$ cat src/core/rlsm_pkg.sv
package rlsm_pkg;

    // ------------------------------------------------------------
    // location indices; byte address is four times the index
    // ------------------------------------------------------------
    localparam logic [5:0] IDX_LEVEL_ADJ   = 6'h20;
    localparam logic [5:0] IDX_STABILITY_ADJUSTER_ADJ    = 6'h21;
    localparam logic [5:0] IDX_USPD_ADJ    = 6'h22;
    localparam logic [5:0] IDX_EXC_ADJ     = 6'h23;
    localparam logic [5:0] IDX_OUT_LEVEL   = 6'h24;
    localparam logic [5:0] IDX_OUT_FREQ    = 6'h25;
    localparam logic [5:0] IDX_ALARMS      = 6'h26;
    localparam logic [5:0] IDX_ACT_CFG     = 6'h27;
    localparam logic [5:0] IDX_CMD_WORD    = 6'h28;
    localparam logic [5:0] IDX_EXT_INPUT   = 6'h29;
    localparam logic [5:0] IDX_NOM_SETPT   = 6'h2a;
    localparam logic [5:0] IDX_WORK_SETPT  = 6'h2b;
    localparam logic [5:0] IDX_MEAS_LEVEL  = 6'h2c;
    localparam logic [5:0] IDX_EXC_TEMP    = 6'h2d;
    localparam logic [5:0] IDX_REMOTE_REF  = 6'h31;
    localparam logic [5:0] IDX_PK_PK       = 6'h32;
    localparam logic [5:0] IDX_PHASE_THR   = 6'h33;
    localparam logic [5:0] IDX_ACQ_OFFSET  = 6'h34;
    localparam logic [5:0] IDX_PROP_GAIN   = 6'h35;
    localparam logic [5:0] IDX_INT_GAIN    = 6'h36;
    localparam logic [5:0] IDX_OVEREXC_THR = 6'h37;
    localparam logic [5:0] IDX_UNDEREXC    = 6'h38;

    // ------------------------------------------------------------
    // configuration word bit positions
    // ------------------------------------------------------------
    localparam int CFG_OFFSET_COMP = 2;
    localparam int CFG_JUMPER_EN   = 4;
    localparam int CFG_THREE_PHASE = 6;
    localparam int CFG_RAM_REMOTE  = 7;
    localparam int CFG_EXT_INPUT   = 12;
    localparam int CFG_SIXTY_HZ    = 14;

    // ------------------------------------------------------------
    // reset values and the default stored configuration
    // ------------------------------------------------------------
    localparam logic [15:0] RST_WORD     = 16'h0000;
    localparam logic [15:0] CFG_DEFAULT  = 16'h1f34;
    localparam logic [15:0] ACT_1P_50    = 16'h1f34;
    localparam logic [15:0] ACT_1P_60    = 16'h5f34;
    localparam logic [15:0] ACT_3P_50    = 16'h1f70;
    localparam logic [15:0] ACT_3P_60    = 16'h5f70;
    localparam logic [31:0] RD_UNMAPPED  = 32'h0000_0000;

endpackage

$ cat src/core/rlsm_status_map.sv
`timescale 1ns/1ps

// Contract
// - output level in tenths of a volt, read-only at location 36.
// - output frequency in tenths of a hertz, read-only at location 37.
// - external potentiometer or analogue input value, read-only at 41.
// - working setpoint at 43, kept apart from nominal setpoint at 42.
// - exciter winding temperature estimate, read-only at location 45.
// - location 49 steers voltage only with external input off and bit 7 set.
// - offset value at 52 updates only during single-phase sensing.
// - location 53 holds proportional gain before its power-of-two scaling.
// - location 54 holds integral gain before its power-of-two scaling.
// - overexcitation trip threshold, read-only at location 55.
// - underexcitation observer, read-only at location 56.
// - active configuration at 39 is refreshed every cycle.
// - active bits 2, 6, 14 follow real operating state, not only storage.
// - active bit 6 reads one whenever three-phase sensing is connected.
// - active bit 14 reads one with 60 Hz jumper fitted and reading enabled.
// - default words: 7988, 24372, 8048, 24432 for the four cases.
// - bits 1, 4, 5, 7 report their stored functions; bit 2 only with single-phase sensing.
// - bits 8 to 12 report adjuster and input enables; bit 13 converter.
// - with bit 7 set, location 49 is a volatile software reference.
// - with bit 7 clear, location 49 tracks stored level; writes ignored.
module rlsm_status_map
(
    input  wire logic        mclk,
    input  wire logic        reset,
    // avalon-mm slave, byte addressed
    input  wire logic [7:0]  avs_address,
    input  wire logic        avs_read,
    input  wire logic        avs_write,
    input  wire logic [3:0]  avs_byteenable,
    input  wire logic [31:0] avs_writedata,
    output logic      [31:0] avs_readdata,
    output logic             avs_waitrequest,
    // live values from the regulator core
    input  wire logic [15:0] level_adjuster_pos,
    input  wire logic [15:0] stability_adjuster_pos,
    input  wire logic [15:0] underspeed_adjuster_pos,
    input  wire logic [15:0] excitation_adjuster_pos,
    input  wire logic [15:0] output_level,
    input  wire logic [15:0] output_freq,
    input  wire logic [15:0] alarm_flags,
    input  wire logic [15:0] external_input,
    input  wire logic [15:0] nominal_setpoint,
    input  wire logic [15:0] working_setpoint,
    input  wire logic [15:0] measured_level,
    input  wire logic [15:0] exciter_temp,
    input  wire logic [15:0] peak_to_peak,
    input  wire logic [15:0] phase_switch_thr,
    input  wire logic [15:0] offset_sample,
    input  wire logic [15:0] proportional_gain_base,
    input  wire logic [15:0] integral_gain_base,
    input  wire logic [15:0] overexc_threshold,
    input  wire logic [15:0] underexc_observer,
    // stored settings and operating state
    input  wire logic [15:0] stored_config,
    input  wire logic [15:0] stored_remote_level,
    input  wire logic        three_phase_connected,
    input  wire logic        jumper_60hz_fitted,
    // results towards the regulator core
    output logic      [15:0] remote_level_ref,
    output logic             remote_ref_active,
    output logic      [15:0] active_config,
    output logic      [15:0] acquisition_offset,
    output logic      [15:0] command_word,
    output logic             command_strobe
);

    // ------------------------------------------------------------
    // bus handshake
    // ------------------------------------------------------------
    logic        ack_ff;
    logic [31:0] rdata_ff;
    logic [15:0] ref_ff;
    logic        ref_act_ff;
    logic [15:0] act_cfg_ff;
    logic [15:0] offset_ff;
    logic [15:0] cmd_ff;
    logic        cmd_stb_ff;
    logic        req;
    logic        wr_done;
    logic [5:0]  idx;
    logic        aligned;
    logic [15:0] wmask;
    logic [15:0] nxt_act_cfg;
    logic [31:0] nxt_rdata;
    logic        wr_ref_hit;
    logic        wr_cmd_hit;

    // word index of a byte address; low two bits must be zero
    function automatic logic [5:0] word_index(input logic [7:0] addr);
        word_index = addr[7:2];
    endfunction

    // a write lands only at its accepting edge and on an aligned address;
    // any other write is dropped without an error response
    function automatic logic write_hit
    (
        input logic       done,
        input logic       align,
        input logic [5:0] at,
        input logic [5:0] target
    );
        write_hit = done & align & (at == target);
    endfunction

    assign req     = avs_read | avs_write;
    assign idx     = word_index(avs_address);
    assign aligned = (avs_address[1:0] == 2'b00);
    assign wr_done = avs_write & ack_ff;
    assign wmask   = {{8{avs_byteenable[1]}}, {8{avs_byteenable[0]}}};

    // only these two locations keep what the host writes
    assign wr_ref_hit = write_hit(wr_done, aligned, idx, rlsm_pkg::IDX_REMOTE_REF);
    assign wr_cmd_hit = write_hit(wr_done, aligned, idx, rlsm_pkg::IDX_CMD_WORD);

    // one wait state per access; readdata is ready when wait drops
    assign avs_waitrequest = req & ~ack_ff;

    always_ff @(posedge mclk or posedge reset)
    begin
        if (reset)
            ack_ff <= 1'b0;
        else
            ack_ff <= req & ~ack_ff;   // drops after the accepting edge
    end

    // ------------------------------------------------------------
    // active configuration word
    // ------------------------------------------------------------
    // rebuilt from live state every cycle so a read never sees stale bits
    always_comb
    begin
        nxt_act_cfg = stored_config;
        // offset compensation only acts with single-phase sensing
        nxt_act_cfg[rlsm_pkg::CFG_OFFSET_COMP] =
            stored_config[rlsm_pkg::CFG_OFFSET_COMP] & ~three_phase_connected;
        nxt_act_cfg[rlsm_pkg::CFG_THREE_PHASE] =
            stored_config[rlsm_pkg::CFG_THREE_PHASE] | three_phase_connected;
        nxt_act_cfg[rlsm_pkg::CFG_SIXTY_HZ] =
            stored_config[rlsm_pkg::CFG_SIXTY_HZ]
            | (stored_config[rlsm_pkg::CFG_JUMPER_EN] & jumper_60hz_fitted);
    end

    always_ff @(posedge mclk or posedge reset)
    begin
        if (reset)
            act_cfg_ff <= rlsm_pkg::RST_WORD;
        else
            act_cfg_ff <= nxt_act_cfg;
    end

    // ------------------------------------------------------------
    // acquisition offset, frozen in three-phase sensing
    // ------------------------------------------------------------
    always_ff @(posedge mclk or posedge reset)
    begin
        if (reset)
            offset_ff <= rlsm_pkg::RST_WORD;
        else if (!three_phase_connected)
            offset_ff <= offset_sample;
    end

    // ------------------------------------------------------------
    // remote level reference
    // ------------------------------------------------------------
    // volatile only while bit 7 is set; otherwise mirrors the stored level
    always_ff @(posedge mclk or posedge reset)
    begin
        if (reset)
            ref_ff <= rlsm_pkg::RST_WORD;
        else if (!stored_config[rlsm_pkg::CFG_RAM_REMOTE])
            ref_ff <= stored_remote_level;
        else if (wr_ref_hit)
            ref_ff <= (ref_ff & ~wmask) | (avs_writedata[15:0] & wmask);
    end

    // steering only when the analogue input is disabled
    always_ff @(posedge mclk or posedge reset)
    begin
        if (reset)
            ref_act_ff <= 1'b0;
        else
            ref_act_ff <= stored_config[rlsm_pkg::CFG_RAM_REMOTE]
                          & ~stored_config[rlsm_pkg::CFG_EXT_INPUT];
    end

    // ------------------------------------------------------------
    // reserved command word, stored and passed on untouched
    // ------------------------------------------------------------
    always_ff @(posedge mclk or posedge reset)
    begin
        if (reset)
        begin
            cmd_ff     <= rlsm_pkg::RST_WORD;
            cmd_stb_ff <= 1'b0;
        end
        else
        begin
            cmd_stb_ff <= wr_cmd_hit;
            if (wr_cmd_hit)
                cmd_ff <= (cmd_ff & ~wmask) | (avs_writedata[15:0] & wmask);
        end
    end

    // ------------------------------------------------------------
    // read multiplexer
    // ------------------------------------------------------------
    // writes to every other index fall through: no storage exists there
    always_comb
    begin
        nxt_rdata = rlsm_pkg::RD_UNMAPPED;
        if (aligned)
        begin
            case (idx)
                rlsm_pkg::IDX_LEVEL_ADJ:   nxt_rdata[15:0] = level_adjuster_pos;
                rlsm_pkg::IDX_STABILITY_ADJUSTER_ADJ:    nxt_rdata[15:0] = stability_adjuster_pos;
                rlsm_pkg::IDX_USPD_ADJ:    nxt_rdata[15:0] = underspeed_adjuster_pos;
                rlsm_pkg::IDX_EXC_ADJ:     nxt_rdata[15:0] = excitation_adjuster_pos;
                rlsm_pkg::IDX_OUT_LEVEL:   nxt_rdata[15:0] = output_level;
                rlsm_pkg::IDX_OUT_FREQ:    nxt_rdata[15:0] = output_freq;
                rlsm_pkg::IDX_ALARMS:      nxt_rdata[15:0] = alarm_flags;
                rlsm_pkg::IDX_ACT_CFG:     nxt_rdata[15:0] = act_cfg_ff;
                rlsm_pkg::IDX_EXT_INPUT:   nxt_rdata[15:0] = external_input;
                rlsm_pkg::IDX_NOM_SETPT:   nxt_rdata[15:0] = nominal_setpoint;
                rlsm_pkg::IDX_WORK_SETPT:  nxt_rdata[15:0] = working_setpoint;
                rlsm_pkg::IDX_MEAS_LEVEL:  nxt_rdata[15:0] = measured_level;
                rlsm_pkg::IDX_EXC_TEMP:    nxt_rdata[15:0] = exciter_temp;
                rlsm_pkg::IDX_REMOTE_REF:  nxt_rdata[15:0] = ref_ff;
                rlsm_pkg::IDX_PK_PK:       nxt_rdata[15:0] = peak_to_peak;
                rlsm_pkg::IDX_PHASE_THR:   nxt_rdata[15:0] = phase_switch_thr;
                rlsm_pkg::IDX_ACQ_OFFSET:  nxt_rdata[15:0] = offset_ff;
                rlsm_pkg::IDX_PROP_GAIN:   nxt_rdata[15:0] = proportional_gain_base;
                rlsm_pkg::IDX_INT_GAIN:    nxt_rdata[15:0] = integral_gain_base;
                rlsm_pkg::IDX_OVEREXC_THR: nxt_rdata[15:0] = overexc_threshold;
                rlsm_pkg::IDX_UNDEREXC:    nxt_rdata[15:0] = underexc_observer;
                default:                   nxt_rdata = rlsm_pkg::RD_UNMAPPED;
            endcase
        end
    end

    // captured on the first edge of a read, stands until the next read
    always_ff @(posedge mclk or posedge reset)
    begin
        if (reset)
            rdata_ff <= rlsm_pkg::RD_UNMAPPED;
        else if (avs_read && !ack_ff)
            rdata_ff <= nxt_rdata;
    end

    assign avs_readdata       = rdata_ff;
    assign remote_level_ref   = ref_ff;
    assign remote_ref_active  = ref_act_ff;
    assign active_config      = act_cfg_ff;
    assign acquisition_offset = offset_ff;
    assign command_word       = cmd_ff;
    assign command_strobe     = cmd_stb_ff;

    // ------------------------------------------------------------
    // assertions
    // ------------------------------------------------------------
    a_wait_one_cycle: assert property (@(posedge mclk) disable iff (reset)
        (req && !ack_ff) ##1 req |-> !avs_waitrequest)
        else $error("waitrequest not released after one cycle");

    a_read_level: assert property (@(posedge mclk) disable iff (reset)
        (avs_read && !ack_ff && avs_address == {rlsm_pkg::IDX_OUT_LEVEL, 2'b00})
        |=> avs_readdata[15:0] == $past(output_level) && avs_readdata[31:16] == 16'h0000)
        else $error("level read returned wrong value");

    // the !reset guards skip the releasing edge, at which the
    // registers still take their reset values
    a_three_phase_bit: assert property (@(posedge mclk) disable iff (reset)
        !reset && three_phase_connected |=> active_config[rlsm_pkg::CFG_THREE_PHASE])
        else $error("bit 6 clear with three-phase sensing");

    a_sixty_hz_bit: assert property (@(posedge mclk) disable iff (reset)
        !reset && stored_config[rlsm_pkg::CFG_JUMPER_EN] && jumper_60hz_fitted
        |=> active_config[rlsm_pkg::CFG_SIXTY_HZ])
        else $error("bit 14 clear with 60 Hz jumper read");

    a_default_words: assert property (@(posedge mclk) disable iff (reset)
        !reset && stored_config == rlsm_pkg::CFG_DEFAULT
        |=> active_config == ($past(three_phase_connected)
            ? ($past(jumper_60hz_fitted) ? rlsm_pkg::ACT_3P_60 : rlsm_pkg::ACT_3P_50)
            : ($past(jumper_60hz_fitted) ? rlsm_pkg::ACT_1P_60 : rlsm_pkg::ACT_1P_50)))
        else $error("active configuration differs from default table");

    a_offset_frozen: assert property (@(posedge mclk) disable iff (reset)
        three_phase_connected |=> $stable(acquisition_offset))
        else $error("offset moved during three-phase sensing");

    a_ref_tracks: assert property (@(posedge mclk) disable iff (reset)
        !reset && !stored_config[rlsm_pkg::CFG_RAM_REMOTE]
        |=> remote_level_ref == $past(stored_remote_level))
        else $error("reference does not track stored level");

    a_ref_write: assert property (@(posedge mclk) disable iff (reset)
        wr_done && stored_config[rlsm_pkg::CFG_RAM_REMOTE] && avs_byteenable[1:0] == 2'b11
        && avs_address == {rlsm_pkg::IDX_REMOTE_REF, 2'b00}
        |=> remote_level_ref == $past(avs_writedata[15:0]))
        else $error("reference write lost");

    a_ro_write_ignored: assert property (@(posedge mclk) disable iff (reset)
        wr_done && stored_config[rlsm_pkg::CFG_RAM_REMOTE]
        && avs_address != {rlsm_pkg::IDX_REMOTE_REF, 2'b00}
        |=> $stable(remote_level_ref))
        else $error("write elsewhere changed the reference");

    a_steer_active: assert property (@(posedge mclk) disable iff (reset)
        stored_config[rlsm_pkg::CFG_EXT_INPUT] |=> !remote_ref_active)
        else $error("reference steers with analogue input on");

    a_freq_read: assert property (@(posedge mclk) disable iff (reset)
        avs_read && !ack_ff && avs_address == {rlsm_pkg::IDX_OUT_FREQ, 2'b00}
        |=> avs_readdata == {16'h0000, $past(output_freq)})
        else $error("frequency read returned wrong value");

    a_unmapped_zero: assert property (@(posedge mclk) disable iff (reset)
        avs_read && !ack_ff
        && idx > rlsm_pkg::IDX_EXC_TEMP && idx < rlsm_pkg::IDX_REMOTE_REF
        |=> avs_readdata == rlsm_pkg::RD_UNMAPPED)
        else $error("unmapped read returned data");

    a_ref_readback: assert property (@(posedge mclk) disable iff (reset)
        avs_read && !ack_ff && avs_address == {rlsm_pkg::IDX_REMOTE_REF, 2'b00}
        |=> avs_readdata == {16'h0000, $past(remote_level_ref)})
        else $error("reference read returned wrong value");

    // bits 2, 6 and 14 follow live state; the rest mirror storage
    a_comp_bit: assert property (@(posedge mclk) disable iff (reset)
        !reset && three_phase_connected
        |=> !active_config[rlsm_pkg::CFG_OFFSET_COMP])
        else $error("compensation shown with three-phase sensing");

    a_copied_bits: assert property (@(posedge mclk) disable iff (reset)
        !reset
        |=> (active_config & 16'hbfbb) == ($past(stored_config) & 16'hbfbb))
        else $error("stored configuration bit lost");

    a_offset_tracks: assert property (@(posedge mclk) disable iff (reset)
        !reset && !three_phase_connected
        |=> acquisition_offset == $past(offset_sample))
        else $error("offset not loaded in single-phase sensing");

    a_steer_on: assert property (@(posedge mclk) disable iff (reset)
        !reset && stored_config[rlsm_pkg::CFG_RAM_REMOTE]
        && !stored_config[rlsm_pkg::CFG_EXT_INPUT] |=> remote_ref_active)
        else $error("reference not steering with analogue input off");

    a_ref_locked: assert property (@(posedge mclk) disable iff (reset)
        stored_config[rlsm_pkg::CFG_RAM_REMOTE] && !wr_ref_hit
        |=> $stable(remote_level_ref))
        else $error("volatile reference moved without a write");

    a_cmd_quiet: assert property (@(posedge mclk) disable iff (reset)
        !wr_cmd_hit |=> !command_strobe)
        else $error("command strobe without a command write");

    // cover points for the main scenarios
    c_read_cfg: cover property (@(posedge mclk) disable iff (reset)
        avs_read && ack_ff && avs_address == {rlsm_pkg::IDX_ACT_CFG, 2'b00});

    c_write_ref: cover property (@(posedge mclk) disable iff (reset)
        wr_done && remote_ref_active && avs_address == {rlsm_pkg::IDX_REMOTE_REF, 2'b00});

    c_three_phase_60: cover property (@(posedge mclk) disable iff (reset)
        active_config == rlsm_pkg::ACT_3P_60);

    c_offset_held: cover property (@(posedge mclk) disable iff (reset)
        three_phase_connected && offset_sample != acquisition_offset);

    c_ro_write_locked: cover property (@(posedge mclk) disable iff (reset)
        wr_done && remote_ref_active && avs_address == {rlsm_pkg::IDX_OUT_LEVEL, 2'b00});

endmodule // rlsm_status_map

$ cat config.mk
export PLATFORM = sky130hd
export DESIGN_NAME = rlsm_status_map
export DESIGN_NICKNAME = d
export VERILOG_FILES = /design/src/core/rlsm_pkg.sv /design/src/core/rlsm_status_map.sv
export SDC_FILE = /design/constraint.sdc
export NUM_CORES = 1
export LEC_CHECK = 0
export BUFFER_PORTS_ARGS = -buffer_cell sky130_fd_sc_hd__buf_2
export CORE_AREA = 4 4 189 191
export DETAILED_ROUTE_END_ITERATION = 7
export DIE_AREA = 0 0 193 195
export GPL_ROUTABILITY_DRIVEN = 0
export PLACE_DENSITY = 0.38
export SLEW_MARGIN = 30
export SYNTH_ARGS = -nofsm -noshare
export SYNTH_HDL_FRONTEND = slang
export SYNTH_SLANG_ARGS = --single-unit
$ cat constraint.sdc
create_clock -name mclk -period 2.4 [get_ports mclk]
set_input_delay 0 -clock mclk [delete_from_list [all_inputs] [get_ports mclk]]
set_output_delay 0 -clock mclk [all_outputs]
set_load 0.005 [all_outputs]
---- Word level (Yosys, flattened, before mapping) ----
Index checks and enable logic that the tools add are counted.
W data, S select, Z words.
operators by class
  equal/unequal tests ..................... 23
  mux-type cells .......................... 4
  bitwise logic cells ..................... 20
  reduce and logical (&&, ||, !) cells .... 3
operators by type and width
  operator              count
  $pmux W16 S21         1
  $eq A6 B6 Y1 const B  22
  $and A16 B16 Y16      3
  $mux W16              3
  $or A16 B16 Y16       2
  $not A16 Y16          1
  $and A1 B1 Y1         8
  $not A1 Y1            3
  $or A1 B1 Y1          3
  $logic_not A2 Y1      1
  $ne A2 B1 Y1 const B  1
  $logic_and A1 B1 Y1   1
  $logic_not A1 Y1      1
storage, ports and cells
  word-level logic and storage cells ...... 58
  input port bits ......................... 386
  output and inout bits ................... 99
  flip-flop bits (word level) ............. 99

---- Longest topological paths before layout ----
  depth in word-level cells ............... 5
  gate-level depth with buffers ........... 8
  gate-level depth less buffers ........... 5

---- Least setup slack after synthesis ----
No wires, ideal clock.
  path kind ............................... reg2reg
  start ................................... register ack_ff
  end ..................................... register rdata_ff[2] (netlist: avs_readdata[2])
  setup time .............................. 88 ps
  required time ........................... 2,312 ps
  cell stages (with the launch flop) ...... 7
  arrival ................................. 1,557 ps
  path slack .............................. 755 ps
  path buffers ............................ 3
  clock period less this slack ............ 1,645 ps
  cells stage by stage .................... dfrtp_1 > nand2b_1 > clkbuf_1 > clkbuf_1 > clkbuf_1 > a21oi_1 > a41oi_1
on the way
  longest elaborated chain between the ends .. 2
ends and longest elaborated chain
  element                   RTL line                RTL
  start: declaration        rlsm_status_map.sv:73   logic ack_ff;
  start signal: assignment  rlsm_status_map.sv:126  ack_ff <= req & ~ack_ff;
  $logic_not A1 Y1          rlsm_status_map.sv:248  else if (avs_read && !ack_ff)
  $logic_and A1 B1 Y1       rlsm_status_map.sv:248
  end signal: assignment    rlsm_status_map.sv:247  rdata_ff <= rlsm_pkg::RD_UNMAPPED;
  end signal: assignment    rlsm_status_map.sv:249  rdata_ff <= nxt_rdata;
  end: declaration          rlsm_status_map.sv:74   logic [31:0] rdata_ff;
Every way passes these cells.
A chain may end at the register's enable or synchronous reset.

---- Worst setup path in the final report ----
  start ................................... input avs_address[3]
  end ..................................... register rdata_ff[2] (netlist: avs_readdata[2])
on the way
  longest elaborated chain between the ends .. 3
  elaborated cells on any way between the ends .. 23
  those cells by class .................... eq/ne (21); mux (2)
ends and longest elaborated chain
  element             RTL line                RTL
  start: declaration  rlsm_status_map.sv:29   input wire logic [7:0] avs_address,
  $eq A6 B6 Y1        rlsm_status_map.sv:216  case (idx)
  $pmux W16 S21 (*)   rlsm_status_map.sv:216
  $mux W16 (*)        rlsm_status_map.sv:214  if (aligned)
Every way passes the cells marked *; elsewhere a longest branch is shown, timed or not.

==> impl_metrics.toml <==
[outcome]
status = "complete, no violations"

[hold_path]
min_delay_path_depth = 4
hold_end = "avs_readdata[11]"
worst_hold_startpoint = "excitation_adjuster_pos[11]"
timing.hold.worst.class = "input port to flop"

[synth]
synth_fa_ha_area_share_pct = 0
yosysUniqueCellTypes = 60
synthSimpleGateAreaFrac_pct = 17.82
ys_dominant_reg_cell = "sky130_fd_sc_hd__dfrtp_1"
synth_xor_xnor_area_share_pct = 0.1514
postSynthRegisterBits = 83
yosys-mux-area-fraction_pct = 13.56
post-synth-top-area-fraction_pct = 35.90
combinational_family_with_the_most_area_after_synthesis = "compound AO/OA/AOI/OAI gates"
ys_warn_count = 0
postSynth.asyncResetShare_pct = 100.0
post_synth_instance_area_um2 = 5786
post_synth_edffs = 0
yosysTopAreaCell = "sky130_fd_sc_hd__dfrtp_1"
syn-mean-instance-area_um2 = 9.773
yosysSeqAreaShare_pct = 35.90
post_synthesis_compound_gate_area_fraction_pct = 26.15
count_of_mapped_cells_out_of_synthesis = 592
synth.top_cells.by_area = "sky130_fd_sc_hd__dfrtp_1 36%, sky130_fd_sc_hd__a22oi_1 11%, sky130_fd_sc_hd__mux2_2 8.0%"

[setup_path]
critPathMaxFanout = 10
worstPathArrival_ps = 2530
reg2reg_depth = 7
critical_setup_path_class = "input port to flop"
critPathLaunchType = "input port"
reg2reg_to = "avs_readdata[15]"
ordered_cell_list_for_the_critical_path = "buf_2 > buf_4 > nand2b_1 > nor2_1 > buf_4 > a22o_1 > a221oi_1 > buf_4 > a41oi_1 > dlygate4sd3_1"
setup.reg_to_reg.worst_slack_ps = 190
max_stage_delay_ps = 570
critical_path.most_common_cell = "sky130_fd_sc_hd__buf_4"
cp_slowest_cell = "sky130_fd_sc_hd__dlygate4sd3_1"
r2r_start = "ack_ff"
timing.critical_path.to_type = "flop"
crit_required_ps = 2650
path_delay_family = "buffers and inverters"
worst-path-buf-inv = 5

[clock_network]
tritoncts.num_buffers = 9
cts_max_path_buffers = 2
h-tree-depth = 3
cts_num_sinks = 83
cts.clk_slew.worst_paths_ps = 70
clock_tree_from_tritoncts = "yes"
clock_tree.root_cell = "sky130_fd_sc_hd__clkbuf_16"
cts_setup_buffers = 0
clk_latency_ps = 370

[die]
start_util_pct = 16.96
floorplan.rows = 68
core_area_um2 = 34120
fp.dieArea_um2 = 37640
floorplan.die.width_um = 193
die-height_um = 195
io_pins = 485

[grt]
gr-usage-all-layers_pct = 22.69
first_pass_grt_wire_length_um = 60250
via_count_of_the_first_global_routing_pass = 8300
largest_net_degree_at_the_start_of_global_routing = 54
grt_antenna_before_repair = 8
globalRouteOverflowTotal = 0

[placement]
place.detailed.hpwl_um = 36370
buffer_ports.inserted = 450
postPlaceCellArea_um2 = 8820
number_of_placed_instances_with_taps_included = 1512

[final_layout]
multi_input_gate_area_in_the_final_layout_um2 = 3417
fillCellCount = 3786
post_route_cells_drive_above_1_share_pct = 51.21
final_cell_area_um2 = 9958
num-nets-final = 1536
ff_latch_area_um2 = 2077
postLayoutCoreUtil_pct = 29.19
layout-area-overhead-vs-synth_pct = 72.12
commonest_cells_after_routing_fill_and_taps_aside = "450 x sky130_fd_sc_hd__buf_2, 88 x sky130_fd_sc_hd__a22oi_1, 83 x sky130_fd_sc_hd__dfrtp_1"
final_std_cells_w_o_fill = 1613
layout.cells.most_common = "sky130_fd_sc_hd__buf_2"

[power]
p_comb_share_pct = 24.2
share_seq_of_total_power_pct = 38.2
peakVddDrop_mv = 0.3633
internal_power_mw = 2.822
power_per_cell_area_nw_per_um2 = 406.6
net_switching_share_of_the_total_power_pct = 30.29
fin_total_pwr_mw = 4.049
pwr-share-clk_pct = 37.7
power.static_leakage_nw = 4.924
switching_power_mw = 1.226

[drt]
wirelength_um = 44330
route.detailed.drc = 0
detailedRoute.firstIterationViolations = 458
drt-vias-per-instance = 4.792
wl_per_cell_um = 27.48
routed_via_count = 7729
final_antenna_net_count = 0
length_of_the_first_detailed_routing_pass_in_iterations = 5

[job]
drv.max_cap_violation_count = 0

[sta]
maxSlewHeadroom_pct = 44.20
fin_worst_skew_ps = 8.834
setup_viol_count_final = 0
report.final.slew_viol_count = 0
worst-slew-pin-transition_ps = 825.7
max_clock_freq_ghz = 0.4379
final_hold_viol_count = 0
min_period_ps = 2284
period_share_pct = 95.15
rsz0062_at_grt = "false"
setup_total_negative_slack_ps = 0
==> metal layers <==
layer	vias up	global-route usage, %	wire length [um]
met1	3809	28.30	17970
met3	51	5.863	3621
met5	-	0	44
met2	407	39.03	21800
met4	8	5.586	897
li1	3454	-	-
==> cells by family (layout without fill, tap and decap cells) <==
logic type,Yosys count,in the layout
other,1,20
and+or+nand+nor,171,171
buffers and inverters,63,610
DFF,83,83
AOI/OAI and AO/OA,201,201
muxes,72,72
xor gates and xnor gates,1,1
==> power groups by stage <==
stage | sequential, mW | combinational (mW) | clock (mW)
global route | 1.56 | 1.06 | 1.64
floorplan | 1.55 | 0.316 | 0
detailed placement | 1.57 | 0.878 | 0
CTS | 1.55 | 0.984 | 1.59
finish | 1.55 | 0.978 | 1.52
global placement | 1.57 | 0.874 | 0
==> worst register-to-register path, cell delays in order (launching register included) <==
cell and delay, ps:
sky130_fd_sc_hd__dfrtp_1 390, sky130_fd_sc_hd__nand2b_1 180, sky130_fd_sc_hd__buf_12 190, sky130_fd_sc_hd__and2_1 230, sky130_fd_sc_hd__a21oi_1 120, sky130_fd_sc_hd__nand3_1 90, sky130_fd_sc_hd__o32a_1 330, sky130_fd_sc_hd__dlygate4sd3_1 560
==> cells in the mapped netlist (4+ instances only) <==
| cell | number |
|---|---|
| sky130_fd_sc_hd__a2111oi_0 | 6 |
| sky130_fd_sc_hd__a21oi_1 | 34 |
| sky130_fd_sc_hd__a221oi_1 | 13 |
| sky130_fd_sc_hd__a22o_1 | 15 |
| sky130_fd_sc_hd__a22oi_1 | 88 |
| sky130_fd_sc_hd__a31oi_1 | 7 |
| sky130_fd_sc_hd__a32oi_1 | 5 |
| sky130_fd_sc_hd__and2_1 | 5 |
| sky130_fd_sc_hd__and3_1 | 29 |
| sky130_fd_sc_hd__and4_1 | 7 |
| sky130_fd_sc_hd__buf_2 | 17 |
| sky130_fd_sc_hd__buf_4 | 21 |
| sky130_fd_sc_hd__buf_6 | 4 |
| sky130_fd_sc_hd__clkbuf_1 | 19 |
| sky130_fd_sc_hd__dfrtp_1 | 83 |
| sky130_fd_sc_hd__mux2_2 | 41 |
| sky130_fd_sc_hd__mux2i_1 | 30 |
| sky130_fd_sc_hd__nand2_1 | 14 |
| sky130_fd_sc_hd__nand2b_1 | 5 |
| sky130_fd_sc_hd__nand3_1 | 18 |
| sky130_fd_sc_hd__nand4_1 | 11 |
| sky130_fd_sc_hd__nand4bb_1 | 4 |
| sky130_fd_sc_hd__nor2_1 | 37 |
| sky130_fd_sc_hd__nor2_2 | 6 |
| sky130_fd_sc_hd__nor2b_1 | 7 |
| sky130_fd_sc_hd__nor3_1 | 6 |
| sky130_fd_sc_hd__o32a_1 | 4 |
==> area by class of cell <==
class	count	share of cell area [%]
repair buffers	594	35.91
multi-input cells	461	34.31
flip-flops and latches	83	20.86
well taps	455	5.717
clock buffers	10	2.400
clock inverters	5	0.6408
diodes	4	0.1005
inverters	1	0.06282
==> metrics by stage <==
step / setup slack [ps] / hold WS (ps)
CTS: 123.7 / 0.2656
floorplan: 263.2 / 31.43
detailed placement: -124.0 / 62.07
global placement: -137.2 / 70.46
finish: 116.3 / 8.779
global route: 7.213 / 13.51
==> worst max path at each step <==
stage,from,endpoint,slack [ps],cells after the start
3_3_place_gp,avs_address[3],avs_readdata[11],-140,7
2_1_floorplan,reset,asynchronous set/reset pin,260,1
4_1_cts,avs_address[2],avs_readdata[15],120,8
6_report,avs_address[3],avs_readdata[2],120,10
5_1_grt,avs_address[2],avs_readdata[2],7,9
3_5_place_dp,avs_address[3],avs_readdata[11],-120,7
==> what timing repair did <==
item | 4_1_cts | 5_1_grt
resized for setup | 0 | 1
endpoints found under the hold margin | 105 | 0
setup endpoints to repair | 0 | 1
hold buffers | 82 | 0
Power figures use the tool's default switching activity.
